File: src/design/adc_seq_regs.svh
// register map, field positions, reset values and timing figures of the converter sequencer
`ifndef ADC_SEQ_REGS_SVH
`define ADC_SEQ_REGS_SVH

// ----------------------------------------
// register indices (byte address = index * 4)
// ----------------------------------------
`define IDX_MAIN_CTRL 8'h50
`define IDX_TIMING_CTRL 8'h51
`define IDX_RESULT 8'h52
`define IDX_AUTO_CTRL 8'h53
`define IDX_STATUS 8'h54
`define IDX_MASK 8'h55
`define IDX_IMP_RESULT 8'h56

// ----------------------------------------
// fields
// ----------------------------------------
`define MAIN_CTRL_RESET 8'h00
`define TIMING_CTRL_RESET 8'h00
`define AUTO_CTRL_RESET 8'h00
`define AUTO_EN_BIT 7
`define ST_SINGLE_DONE 0
`define ST_AUTO_DONE 1
`define ST_IMP_DONE 2
`define ST_WIDTH 3

// ----------------------------------------
// channel codes
// ----------------------------------------
`define CH_EXT0 4'h0
`define CH_EXT1 4'h1
`define CH_CELL_MON 4'h6
`define CH_TEMP 4'h7
`define CH_GND_REF 4'ha
`define CH_REF_SUPPLY 4'hb
`define CH_PULLUP 4'hd

// ----------------------------------------
// timing
// ----------------------------------------
`define CORE_CLK_MHZ 100
`define START_DELAY_US 60
`define OSC_DIVIDE 4
`define BASE_CONV_CYCLES 1024
`define RESULT_BITS 15
`define BASE_COUNT_BITS 11

// ----------------------------------------
// bus answers
// ----------------------------------------
`define RESP_OKAY 2'b00
`define RESP_SLVERR 2'b10

`endif

File: src/design/adc_seq_pkg.sv
// types shared by the converter sequencer files
package adc_seq_pkg;

    typedef enum logic [1:0] {
        ST_IDLE = 2'b00,
        ST_WARMUP = 2'b01,
        ST_CONV = 2'b10
    } seq_state_t;

    typedef struct packed {
        logic convGo;
        logic convPowerOn;
        logic impedanceIntegrateGo;
        logic rsvd;
        logic [3:0] chanSel;
    } conv_main_ctrl_t;

    typedef struct packed {
        logic [5:0] rsvd;
        logic convLenSelHi;
        logic convLenSelLo;
    } conv_timing_ctrl_t;

endpackage : adc_seq_pkg

File: src/design/adc_clk_div.sv
// operating-clock tick generator: one pulse per four rising front-end oscillator edges
`timescale 1ns/1ps
`default_nettype none
`include "adc_seq_regs.svh"

module adc_clk_div #(
    parameter int DIVIDE = `OSC_DIVIDE
) (
    // clock and reset
    input wire logic core_clk,
    input wire logic sys_rst,
    // oscillator sampled as a level
    input wire logic frontend_osc_clk,
    // one-cycle tick of the operating clock
    output logic phiTick
);

    logic oscPrev;
    logic [$clog2(DIVIDE)-1:0] edgeCnt;
    logic next_oscPrev;
    logic [$clog2(DIVIDE)-1:0] next_edgeCnt;
    logic next_phiTick;

    always_comb begin
        next_oscPrev = frontend_osc_clk;
        next_edgeCnt = edgeCnt;
        next_phiTick = 1'b0;
        if (frontend_osc_clk && !oscPrev) begin
            if (edgeCnt == $clog2(DIVIDE)'(DIVIDE - 1)) begin
                next_edgeCnt = '0;
                next_phiTick = 1'b1;
            end else begin
                next_edgeCnt = edgeCnt + 1'b1;
            end
        end
    end

    always_ff @(posedge core_clk or posedge sys_rst) begin
        if (sys_rst) begin
            oscPrev <= 1'b0;
            edgeCnt <= '0;
            phiTick <= 1'b0;
        end else begin
            oscPrev <= next_oscPrev;
            edgeCnt <= next_edgeCnt;
            phiTick <= next_phiTick;
        end
    end

endmodule : adc_clk_div

`default_nettype wire

File: src/design/deltasigma_adc_sequencer.sv
// converter sequencer: register slave, conversion timing, auto mode and interrupt
`timescale 1ns/1ps
`default_nettype none
`include "adc_seq_regs.svh"

// Behaviour
// - results are 15-bit, built by counting delta-sigma modulator ones.
// - one of seven channels is connected, per a legal channel select; none for other codes.
// - on completion the result goes into the result data registers.
// - single conversions start only on a software trigger; no hardware trigger.
// - operating clock is the oscillator divided by four.
// - a conversion lasts 1024, 2048, 4096 or 8192 operating cycles.
// - the two-bit length field of the timing register picks the length.
// - auto mode repeats conversions on its channel without triggers.
// - auto mode raises an interrupt and updates results at each completion.
// - impedance mode samples voltage and current over the same window.
// - start bit clears on completion; repeating needs a write of 0 then 1.
// - enable and start in one write begin converting 60 us later.
// - channel codes 0,1,6,7,a,b,d are legal; others are prohibited.
// - length codes 00..11 mean 1,2,4,8 ms; the register resets to zero.
module deltasigma_adc_sequencer #(
    parameter int START_DELAY_CYCLES = `START_DELAY_US * `CORE_CLK_MHZ
) (
    // clock and reset
    input wire logic core_clk,
    input wire logic sys_rst,
    // front end
    input wire logic frontend_osc_clk,
    input wire logic modBitVolt,
    input wire logic modBitCurr,
    // analog multiplexer control
    output logic [3:0] muxCode,
    output logic muxConnect,
    output logic convBusy,
    // interrupt
    output logic irq,
    // axi4-lite write address
    input wire logic [31:0] s_axi_awaddr,
    input wire logic s_axi_awvalid,
    output logic s_axi_awready,
    // axi4-lite write data
    input wire logic [31:0] s_axi_wdata,
    input wire logic [3:0] s_axi_wstrb,
    input wire logic s_axi_wvalid,
    output logic s_axi_wready,
    // axi4-lite write response
    output logic [1:0] s_axi_bresp,
    output logic s_axi_bvalid,
    input wire logic s_axi_bready,
    // axi4-lite read address
    input wire logic [31:0] s_axi_araddr,
    input wire logic s_axi_arvalid,
    output logic s_axi_arready,
    // axi4-lite read data
    output logic [31:0] s_axi_rdata,
    output logic [1:0] s_axi_rresp,
    output logic s_axi_rvalid,
    input wire logic s_axi_rready
);

    // ----------------------------------------
    // operating clock
    // ----------------------------------------
    logic phiTick;

    adc_clk_div #(.DIVIDE(`OSC_DIVIDE)) u_div (
        .core_clk(core_clk),
        .sys_rst(sys_rst),
        .frontend_osc_clk(frontend_osc_clk),
        .phiTick(phiTick)
    );

    // ----------------------------------------
    // bus handshake state
    // ----------------------------------------
    logic awHave, wHave;
    logic [7:0] awIdx;
    logic [7:0] wByte;
    logic wLane0;
    logic next_awHave, next_wHave, next_wLane0;
    logic [7:0] next_awIdx, next_wByte;
    logic next_awReady, next_wReady, next_bValid, next_arReady, next_rValid;
    logic [1:0] next_bResp, next_rResp;
    logic [31:0] next_rData;
    logic doWrite;
    logic wrMapped;
    logic [7:0] rdIdx;

    // ----------------------------------------
    // converter state
    // ----------------------------------------
    adc_seq_pkg::conv_main_ctrl_t mainCtrl, next_mainCtrl;
    adc_seq_pkg::conv_timing_ctrl_t timingCtrl, next_timingCtrl;
    adc_seq_pkg::seq_state_t state, next_state;
    logic [7:0] autoCtrl, next_autoCtrl;
    logic [`ST_WIDTH-1:0] status, next_status;
    logic [`ST_WIDTH-1:0] mask, next_mask;
    logic [`RESULT_BITS-1:0] result, next_result;
    logic [`RESULT_BITS-1:0] impResult, next_impResult;
    logic [13:0] cycleCnt, next_cycleCnt;
    logic [13:0] onesVolt, next_onesVolt;
    logic [13:0] onesCurr, next_onesCurr;
    logic [$clog2(START_DELAY_CYCLES+1)-1:0] delayCnt, next_delayCnt;
    logic runAuto, next_runAuto;
    logic runImp, next_runImp;
    logic [3:0] next_muxCode;
    logic next_muxConnect, next_irq;
    logic [13:0] convLen;
    logic convEnd;

    function automatic logic legalChan(input logic [3:0] code);
        case (code)
            `CH_EXT0, `CH_EXT1, `CH_CELL_MON, `CH_TEMP: legalChan = 1'b1;
            `CH_GND_REF, `CH_REF_SUPPLY, `CH_PULLUP: legalChan = 1'b1;
            default: legalChan = 1'b0;
        endcase
    endfunction : legalChan

    // scale the ones count of the window to full 15-bit range, saturating at the top
    function automatic logic [`RESULT_BITS-1:0] scale(input logic [13:0] ones,
                                                      input logic [1:0] sel);
        logic [17:0] wide;
        wide = {4'h0, ones} << (`RESULT_BITS - `BASE_COUNT_BITS + 1 - 18'(sel));
        scale = (wide > 18'h07fff) ? 15'h7fff : wide[`RESULT_BITS-1:0];
    endfunction : scale

    // ----------------------------------------
    // bus slave
    // ----------------------------------------
    // address and data are taken in either order; the write lands once both are held
    always_comb begin
        next_awHave = awHave;
        next_wHave = wHave;
        next_awIdx = awIdx;
        next_wByte = wByte;
        next_wLane0 = wLane0;
        next_awReady = s_axi_awready;
        next_wReady = s_axi_wready;
        next_bValid = s_axi_bvalid;
        next_bResp = s_axi_bresp;
        next_arReady = s_axi_arready;
        next_rValid = s_axi_rvalid;
        next_rResp = s_axi_rresp;
        next_rData = s_axi_rdata;
        rdIdx = s_axi_araddr[9:2];
        doWrite = awHave && wHave && !s_axi_bvalid;
        wrMapped = (awIdx >= `IDX_MAIN_CTRL) && (awIdx <= `IDX_IMP_RESULT)
                   && (awIdx != `IDX_RESULT) && (awIdx != `IDX_IMP_RESULT);
        if (s_axi_awvalid && s_axi_awready) begin
            next_awHave = 1'b1;
            next_awIdx = (s_axi_awaddr[31:10] == 22'h0) ? s_axi_awaddr[9:2] : 8'hff;
            next_awReady = 1'b0;
        end
        if (s_axi_wvalid && s_axi_wready) begin
            next_wHave = 1'b1;
            next_wByte = s_axi_wdata[7:0];
            next_wLane0 = s_axi_wstrb[0];
            next_wReady = 1'b0;
        end
        if (doWrite) begin
            next_awHave = 1'b0;
            next_wHave = 1'b0;
            next_bValid = 1'b1;
            next_bResp = wrMapped ? `RESP_OKAY : `RESP_SLVERR;
        end
        if (s_axi_bvalid && s_axi_bready) begin
            next_bValid = 1'b0;
            next_awReady = 1'b1;
            next_wReady = 1'b1;
        end
        if (s_axi_arvalid && s_axi_arready) begin
            next_arReady = 1'b0;
            next_rValid = 1'b1;
            next_rResp = `RESP_OKAY;
            next_rData = 32'h0;
            if (s_axi_araddr[31:10] != 22'h0) begin
                next_rResp = `RESP_SLVERR;
            end else begin
                case (rdIdx)
                    `IDX_MAIN_CTRL: next_rData = {24'h0, mainCtrl};
                    `IDX_TIMING_CTRL: next_rData = {24'h0, timingCtrl};
                    `IDX_RESULT: next_rData = {17'h0, result};
                    `IDX_AUTO_CTRL: next_rData = {24'h0, autoCtrl};
                    `IDX_STATUS: next_rData = {29'h0, status};
                    `IDX_MASK: next_rData = {29'h0, mask};
                    `IDX_IMP_RESULT: next_rData = {17'h0, impResult};
                    default: next_rResp = `RESP_SLVERR;
                endcase
            end
        end
        if (s_axi_rvalid && s_axi_rready) begin
            next_rValid = 1'b0;
            next_arReady = 1'b1;
        end
    end

    always_ff @(posedge core_clk or posedge sys_rst) begin
        if (sys_rst) begin
            awHave <= 1'b0;
            wHave <= 1'b0;
            awIdx <= 8'h00;
            wByte <= 8'h00;
            wLane0 <= 1'b0;
            s_axi_awready <= 1'b1;
            s_axi_wready <= 1'b1;
            s_axi_bvalid <= 1'b0;
            s_axi_bresp <= `RESP_OKAY;
            s_axi_arready <= 1'b1;
            s_axi_rvalid <= 1'b0;
            s_axi_rresp <= `RESP_OKAY;
            s_axi_rdata <= 32'h0;
        end else begin
            awHave <= next_awHave;
            wHave <= next_wHave;
            awIdx <= next_awIdx;
            wByte <= next_wByte;
            wLane0 <= next_wLane0;
            s_axi_awready <= next_awReady;
            s_axi_wready <= next_wReady;
            s_axi_bvalid <= next_bValid;
            s_axi_bresp <= next_bResp;
            s_axi_arready <= next_arReady;
            s_axi_rvalid <= next_rValid;
            s_axi_rresp <= next_rResp;
            s_axi_rdata <= next_rData;
        end
    end

    // ----------------------------------------
    // registers and conversion sequencing
    // ----------------------------------------
    assign convLen = 14'(`BASE_CONV_CYCLES) << {timingCtrl.convLenSelHi,
                                                timingCtrl.convLenSelLo};
    assign convEnd = (state == adc_seq_pkg::ST_CONV) && phiTick && (cycleCnt == convLen - 1'b1);

    always_comb begin
        next_mainCtrl = mainCtrl;
        next_timingCtrl = timingCtrl;
        next_autoCtrl = autoCtrl;
        next_status = status;
        next_mask = mask;
        next_result = result;
        next_impResult = impResult;
        next_state = state;
        next_cycleCnt = cycleCnt;
        next_onesVolt = onesVolt;
        next_onesCurr = onesCurr;
        next_delayCnt = delayCnt;
        next_runAuto = runAuto;
        next_runImp = runImp;
        next_muxCode = muxCode;
        next_muxConnect = muxConnect;
        if (doWrite && wLane0) begin
            case (awIdx)
                `IDX_MAIN_CTRL: begin
                    next_mainCtrl = adc_seq_pkg::conv_main_ctrl_t'(wByte);
                    next_mainCtrl.rsvd = 1'b0;
                    // a rising start bit only counts while idle and enabled
                    if (state == adc_seq_pkg::ST_IDLE && wByte[7] && !mainCtrl.convGo
                        && wByte[6]) begin
                        next_runAuto = 1'b0;
                        next_runImp = wByte[5];
                        next_muxCode = wByte[3:0];
                        next_delayCnt = '0;
                        next_cycleCnt = '0;
                        next_onesVolt = '0;
                        next_onesCurr = '0;
                        // enable and start together wait for the modulator to settle
                        next_state = mainCtrl.convPowerOn ? adc_seq_pkg::ST_CONV
                                                          : adc_seq_pkg::ST_WARMUP;
                        next_muxConnect = mainCtrl.convPowerOn && legalChan(wByte[3:0]);
                    end
                end
                `IDX_TIMING_CTRL: next_timingCtrl = {6'h00, wByte[1:0]};
                `IDX_AUTO_CTRL: next_autoCtrl = {wByte[7], 3'h0, wByte[3:0]};
                `IDX_STATUS: next_status = status & ~wByte[`ST_WIDTH-1:0];
                `IDX_MASK: next_mask = wByte[`ST_WIDTH-1:0];
                default: next_mask = mask;
            endcase
        end
        case (state)
            adc_seq_pkg::ST_IDLE: begin
                next_muxConnect = (next_state == adc_seq_pkg::ST_CONV) && next_muxConnect;
                if (next_state == adc_seq_pkg::ST_IDLE && autoCtrl[`AUTO_EN_BIT]
                    && mainCtrl.convPowerOn) begin
                    next_state = adc_seq_pkg::ST_CONV;
                    next_runAuto = 1'b1;
                    next_runImp = mainCtrl.impedanceIntegrateGo;
                    next_muxCode = autoCtrl[3:0];
                    next_muxConnect = legalChan(autoCtrl[3:0]);
                    next_cycleCnt = '0;
                    next_onesVolt = '0;
                    next_onesCurr = '0;
                end
            end
            adc_seq_pkg::ST_WARMUP: begin
                next_delayCnt = delayCnt + 1'b1;
                if (!next_mainCtrl.convPowerOn) begin
                    next_state = adc_seq_pkg::ST_IDLE;
                    next_mainCtrl.convGo = 1'b0;
                end else if (delayCnt == ($bits(delayCnt))'(START_DELAY_CYCLES - 1)) begin
                    next_state = adc_seq_pkg::ST_CONV;
                    next_muxConnect = legalChan(muxCode);
                end
            end
            adc_seq_pkg::ST_CONV: begin
                if (phiTick) begin
                    next_cycleCnt = cycleCnt + 1'b1;
                    // both modulators integrate over one shared window
                    next_onesVolt = onesVolt + {13'h0, modBitVolt};
                    next_onesCurr = onesCurr + {13'h0, modBitCurr & runImp};
                end
                if (!next_mainCtrl.convPowerOn) begin
                    next_state = adc_seq_pkg::ST_IDLE;
                    next_muxConnect = 1'b0;
                    next_mainCtrl.convGo = 1'b0;
                end else if (convEnd) begin
                    next_state = adc_seq_pkg::ST_IDLE;
                    next_muxConnect = 1'b0;
                    next_result = scale(next_onesVolt, {timingCtrl.convLenSelHi,
                                                        timingCtrl.convLenSelLo});
                    if (runImp) begin
                        next_impResult = scale(next_onesCurr, {timingCtrl.convLenSelHi,
                                                               timingCtrl.convLenSelLo});
                        next_status[`ST_IMP_DONE] = 1'b1;
                    end
                    if (runAuto) begin
                        next_status[`ST_AUTO_DONE] = 1'b1;
                    end else begin
                        next_status[`ST_SINGLE_DONE] = 1'b1;
                        next_mainCtrl.convGo = 1'b0;
                    end
                end
            end
            default: next_state = adc_seq_pkg::ST_IDLE;
        endcase
        next_irq = |(next_status & next_mask);
    end

    always_ff @(posedge core_clk or posedge sys_rst) begin
        if (sys_rst) begin
            mainCtrl <= `MAIN_CTRL_RESET;
            timingCtrl <= `TIMING_CTRL_RESET;
            autoCtrl <= `AUTO_CTRL_RESET;
            status <= '0;
            mask <= '0;
            result <= '0;
            impResult <= '0;
            state <= adc_seq_pkg::ST_IDLE;
            cycleCnt <= '0;
            onesVolt <= '0;
            onesCurr <= '0;
            delayCnt <= '0;
            runAuto <= 1'b0;
            runImp <= 1'b0;
            muxCode <= `CH_EXT0;
            muxConnect <= 1'b0;
            convBusy <= 1'b0;
            irq <= 1'b0;
        end else begin
            mainCtrl <= next_mainCtrl;
            timingCtrl <= next_timingCtrl;
            autoCtrl <= next_autoCtrl;
            status <= next_status;
            mask <= next_mask;
            result <= next_result;
            impResult <= next_impResult;
            state <= next_state;
            cycleCnt <= next_cycleCnt;
            onesVolt <= next_onesVolt;
            onesCurr <= next_onesCurr;
            delayCnt <= next_delayCnt;
            runAuto <= next_runAuto;
            runImp <= next_runImp;
            muxCode <= next_muxCode;
            muxConnect <= next_muxConnect;
            convBusy <= (next_state != adc_seq_pkg::ST_IDLE);
            irq <= next_irq;
        end
    end

endmodule : deltasigma_adc_sequencer

`default_nettype wire

File: config.mk
export PLATFORM = sky130hd
export DESIGN_NAME = deltasigma_adc_sequencer
export DESIGN_NICKNAME = d
export VERILOG_FILES = /design/src/design/adc_seq_pkg.sv /design/src/design/adc_clk_div.sv /design/src/design/deltasigma_adc_sequencer.sv
export VERILOG_INCLUDE_DIRS = /design/src /design/src/design
export SDC_FILE = /design/constraint.sdc
export NUM_CORES = 1
export LEC_CHECK = 0
export ABC_AREA = 1
export ABC_CLOCK_PERIOD_IN_PS = 5640
export BUFFER_PORTS_ARGS = -buffer_cell sky130_fd_sc_hd__buf_2
export CAP_MARGIN = 20
export CORE_ASPECT_RATIO = 0.9
export CORE_MARGIN = 10
export CORE_UTILIZATION = 55
export CTS_BUF_LIST = sky130_fd_sc_hd__clkbuf_8
export DETAILED_ROUTE_END_ITERATION = 8
export GPL_ROUTABILITY_DRIVEN = 0
export PLACE_DENSITY_LB_ADDON = 0.25
export SLEW_MARGIN = 20
export SYNTH_ARGS = -nofsm -noshare
export SYNTH_HDL_FRONTEND = slang
export SYNTH_SLANG_ARGS = --single-unit
File: constraint.sdc
create_clock -name core_clk -period 5.64 [get_ports core_clk]
set_input_delay 0.846 -clock core_clk [delete_from_list [all_inputs] [get_ports core_clk]]
set_output_delay 0.846 -clock core_clk [all_outputs]
set_load 0.03 [all_outputs]
==> reports/qor.csv <==
stage,metric,value,unit
clock_network,H-tree levels,4,
routing,first-pass iteration count of the detailed router,6,
routing,routed length per instance,15.00,µm
global_routing,global route overflow,0,
worst_setup_path,WP data required,6000,ps
routing,Routed Antenna Nets,0,
clock_network,Clock Path Buffers,2,
worst_setup_path,worst-path maximum fanout,29,
synth,Yosys top cell by area,dfrtp_1,
clock_network,clk slew on worst S/H paths,90,ps
run,Max Cap Viol,0,
power_and_ir_drop,Cell Pwr Density,328.4,nW/µm²
clock_network,Resize count post-CTS,0,
sta,minimum clock period,3112,ps
finish,Sequential cell area,4008,µm²
synth,"EDFF count, synth",0,
placement,Placed Area,10280,µm²
die,Die Y,146.0,µm
placement,Post-DP HPWL,18180,µm
placement,port buffer count,106,
finish,Layout Nets,1546,
sta,Pins Over Slew Limit,0,
synth,top post-synthesis cells by area,"dfrtp_1, nand2_1, nand3_1",
synth,most frequent cell after synthesis,nand2_1,
synth,share of the synthesized area in the top cell type,0.4047,
synth,Post-Syn Instances,1334,
synth,post-synthesis register bit count,160,
finish,area of the multi-input gates,4728,µm²
sta,Relative slew margins,0.4880,
finish,share of cells above drive strength 1,0.1474,
power_and_ir_drop,Peak VDD IR,0.0003771,V
power_and_ir_drop,Static Leak,5.678,nW
clock_network,Post-CTS Setup Bufs,0,
synth,Synth cell types,57,
sta,Slew @ Worst Pin,768.0,ps
clock_network,CTS Buf Count,17,
global_routing,initial antenna violation count,0,
die,die width,160.0,µm
sta,final worst-path cycle share,0.5518,
routing,initial drt markers,738,
finish,ant diodes,0,
clock_network,Root Buffer,clkbuf_8,
clock_network,clock sinks,160,
sta,# setup viols final,0,
worst_setup_path,Critical Path Source Type,flop,
finish,Syn-to-layout area delta,10.43,%
worst_setup_path,Setup CP Type,flop to flop,
sta,Final Hold Fails,0,
run_status,outcome,completed,
clock_network,CTS tree,yes,
finish,Filler Cells Inserted,1646,
die,Rows,46,
global_routing,first-pass GRT wire length,42170,µm
sta,RSZ-0062 raised after global routing,no,
routing,residual DRC count,0,
worst_setup_path,Setup crit end kind,flop,
die,full die area,23370,µm²
synth,register area share after synthesis,0.4128,
die,Initial Util,0.5548,
synth,YS warnings,0,
synth,Post-synth top cells,"nand2_1, inv_1, dfrtp_1",
die,# IOs,158,
sta,Clock Skews,13.38,ps
worst_setup_path,"Arr. time, crit path",3480,ps
sta,fmax,321.3,MHz
global_routing,gr usage total,0.2139,
clock_network,clk_lat worst skew,470,ps
sta,setup TNS,0,ps
worst_setup_path,reg2reg setup slack,2530,ps
worst_hold_path,Hold Crit Class,flop to flop,
die,total core area,17500,µm²
routing,Vias,9112,
synth,Syn Std Cell Area,9708,µm²
routing,WL final,25170,µm
routing,via/cell ratio,5.430,
global_routing,vias in the first global route,8898,
finish,post-route cell area,10720,µm²
synth,syn avg cell area,7.277,µm²
global_routing,largest net degree at the start of global routing,113,
clock_network,hold buffer count at CTS,0,
synth,"FFs w/ async S/R, synth",1.000,
synth,commonest register cell after synthesis,dfrtp_1,
-- area by class of cell --
type,count,area share
multi-input combinational,954,0.4411
sequential,160,0.3738
inverter,182,0.06443
timing repair buffer,110,0.05229
tap,240,0.02801
clock buffer,19,0.02439
clock inverter,13,0.01599
-- power by group --
part	total, mW	switching (mW)	internal (mW)
clock	0.916	0.481	0.435
combinational	1.09	0.742	0.347
sequential	1.51	0.178	1.34
total	3.52	1.40	2.12
-- per-stage QoR --
| stage | instances | utilization | power, mW | setup slack [ps] | hold WS [ps] |
|---|---|---|---|---|---|
| 3_5_place_dp | 1646 | 0.5878 | 2.607 | 2635 | 467.0 |
| 5_1_grt | 1678 | 0.6127 | 3.770 | 2185 | 470.0 |
| 3_3_place_gp | 1646 | 0.5878 | 2.570 | 2643 | 461.6 |
| 6_report | 1678 | 0.6127 | 3.521 | 2528 | 485.1 |
| 4_1_cts | 1678 | 0.6126 | 3.525 | 2567 | 468.8 |
| 2_1_floorplan | 1352 | - | 2.347 | 479.0 | 441.9 |
-- state kept, by name, indices dropped and copies added (netlist names), 2 cells and up --
register       flops
impResult         15
result            15
s_axi_rdata       15
cycleCnt          14
onesCurr          14
onesVolt          14
delayCnt          13
awIdx              8
mainCtrl           7
wByte              7
autoCtrl           5
muxCode            4
mask               3
status             3
state              2
timingCtrl         2
u_div.edgeCnt      2
-- layout by cell type, fill, tap and decap left out, types with 6 or more instances in the layout --
cell      instances
a21oi_1          32
a22o_1            9
buf_2           106
clkbuf_8         19
conb_1           19
dfrtp_1         157
ha_1             11
inv_1           178
nand2_1         377
nand2_2           8
nand3_1         141
nand3b_1          6
nand4_1          22
nor2_1           82
nor2_2            9
nor3_1           17
nor4_1           12
o211ai_1          6
o21ai_0         105
o21ai_2          16
o22ai_1          15
-- worst max-delay path: stages, from the launching register on --
cell	delay (ps)
dfrtp_1	480
buf_4	290
inv_2	450
o21ai_0	140
nand2_1	80
nand3_1	140
nor2_2	200
nand2_2	330
nor2_2	450
nand3_1	140
nand2_1	90
nand3_1	80
nand2_1	80
inv_1	40
-- worst paths after layout --
path | depth (start not counted) | to | start
max reg2reg | 13 | result[7]$_DFFE_PP0P_ | timingCtrl[0]$_DFFE_PP0P_
max | 13 | result[7]$_DFFE_PP0P_ | timingCtrl[0]$_DFFE_PP0P_
min in group asynchronous | 2 | muxCode[2]$_DFF_PP0_ | sys_rst
max in group asynchronous | 3 | impResult[10]$_DFFE_PP0P_ | sys_rst
min | 1 | delayCnt[12]$_DFFE_PP0P_ | delayCnt[12]$_DFFE_PP0P_
min reg2reg | 1 | delayCnt[12]$_DFFE_PP0P_ | delayCnt[12]$_DFFE_PP0P_
-- logic make-up (layout without fill, tap and decap cells) --
group	count (synthesis)	count (layout)	share of synthesized area
AOI/OAI and AO/OA	217	217	0.1366
other	1	19	0.0003863
xor gates and xnor gates	9	9	0.008119
DFF	160	160	0.4128
and+or+nand+nor	697	697	0.3198
buffers and inverters	238	324	0.1071
muxes	1	1	0.001031
adders and majority gates	11	11	0.01418
-- per-layer routing --
| layer | part of all wire | track usage | wire (µm) |
|---|---|---|---|
| met1 | 0.44 | 0.2796 | 11120 |
| met2 | 0.47 | 0.3481 | 11950 |
| met3 | 0.061 | 0.04469 | 1545 |
| met4 | 0.022 | 0.06743 | 562 |
| met5 | 0 | 0 | 0 |
No activity file was read; power rests on OpenSTA's default activity.
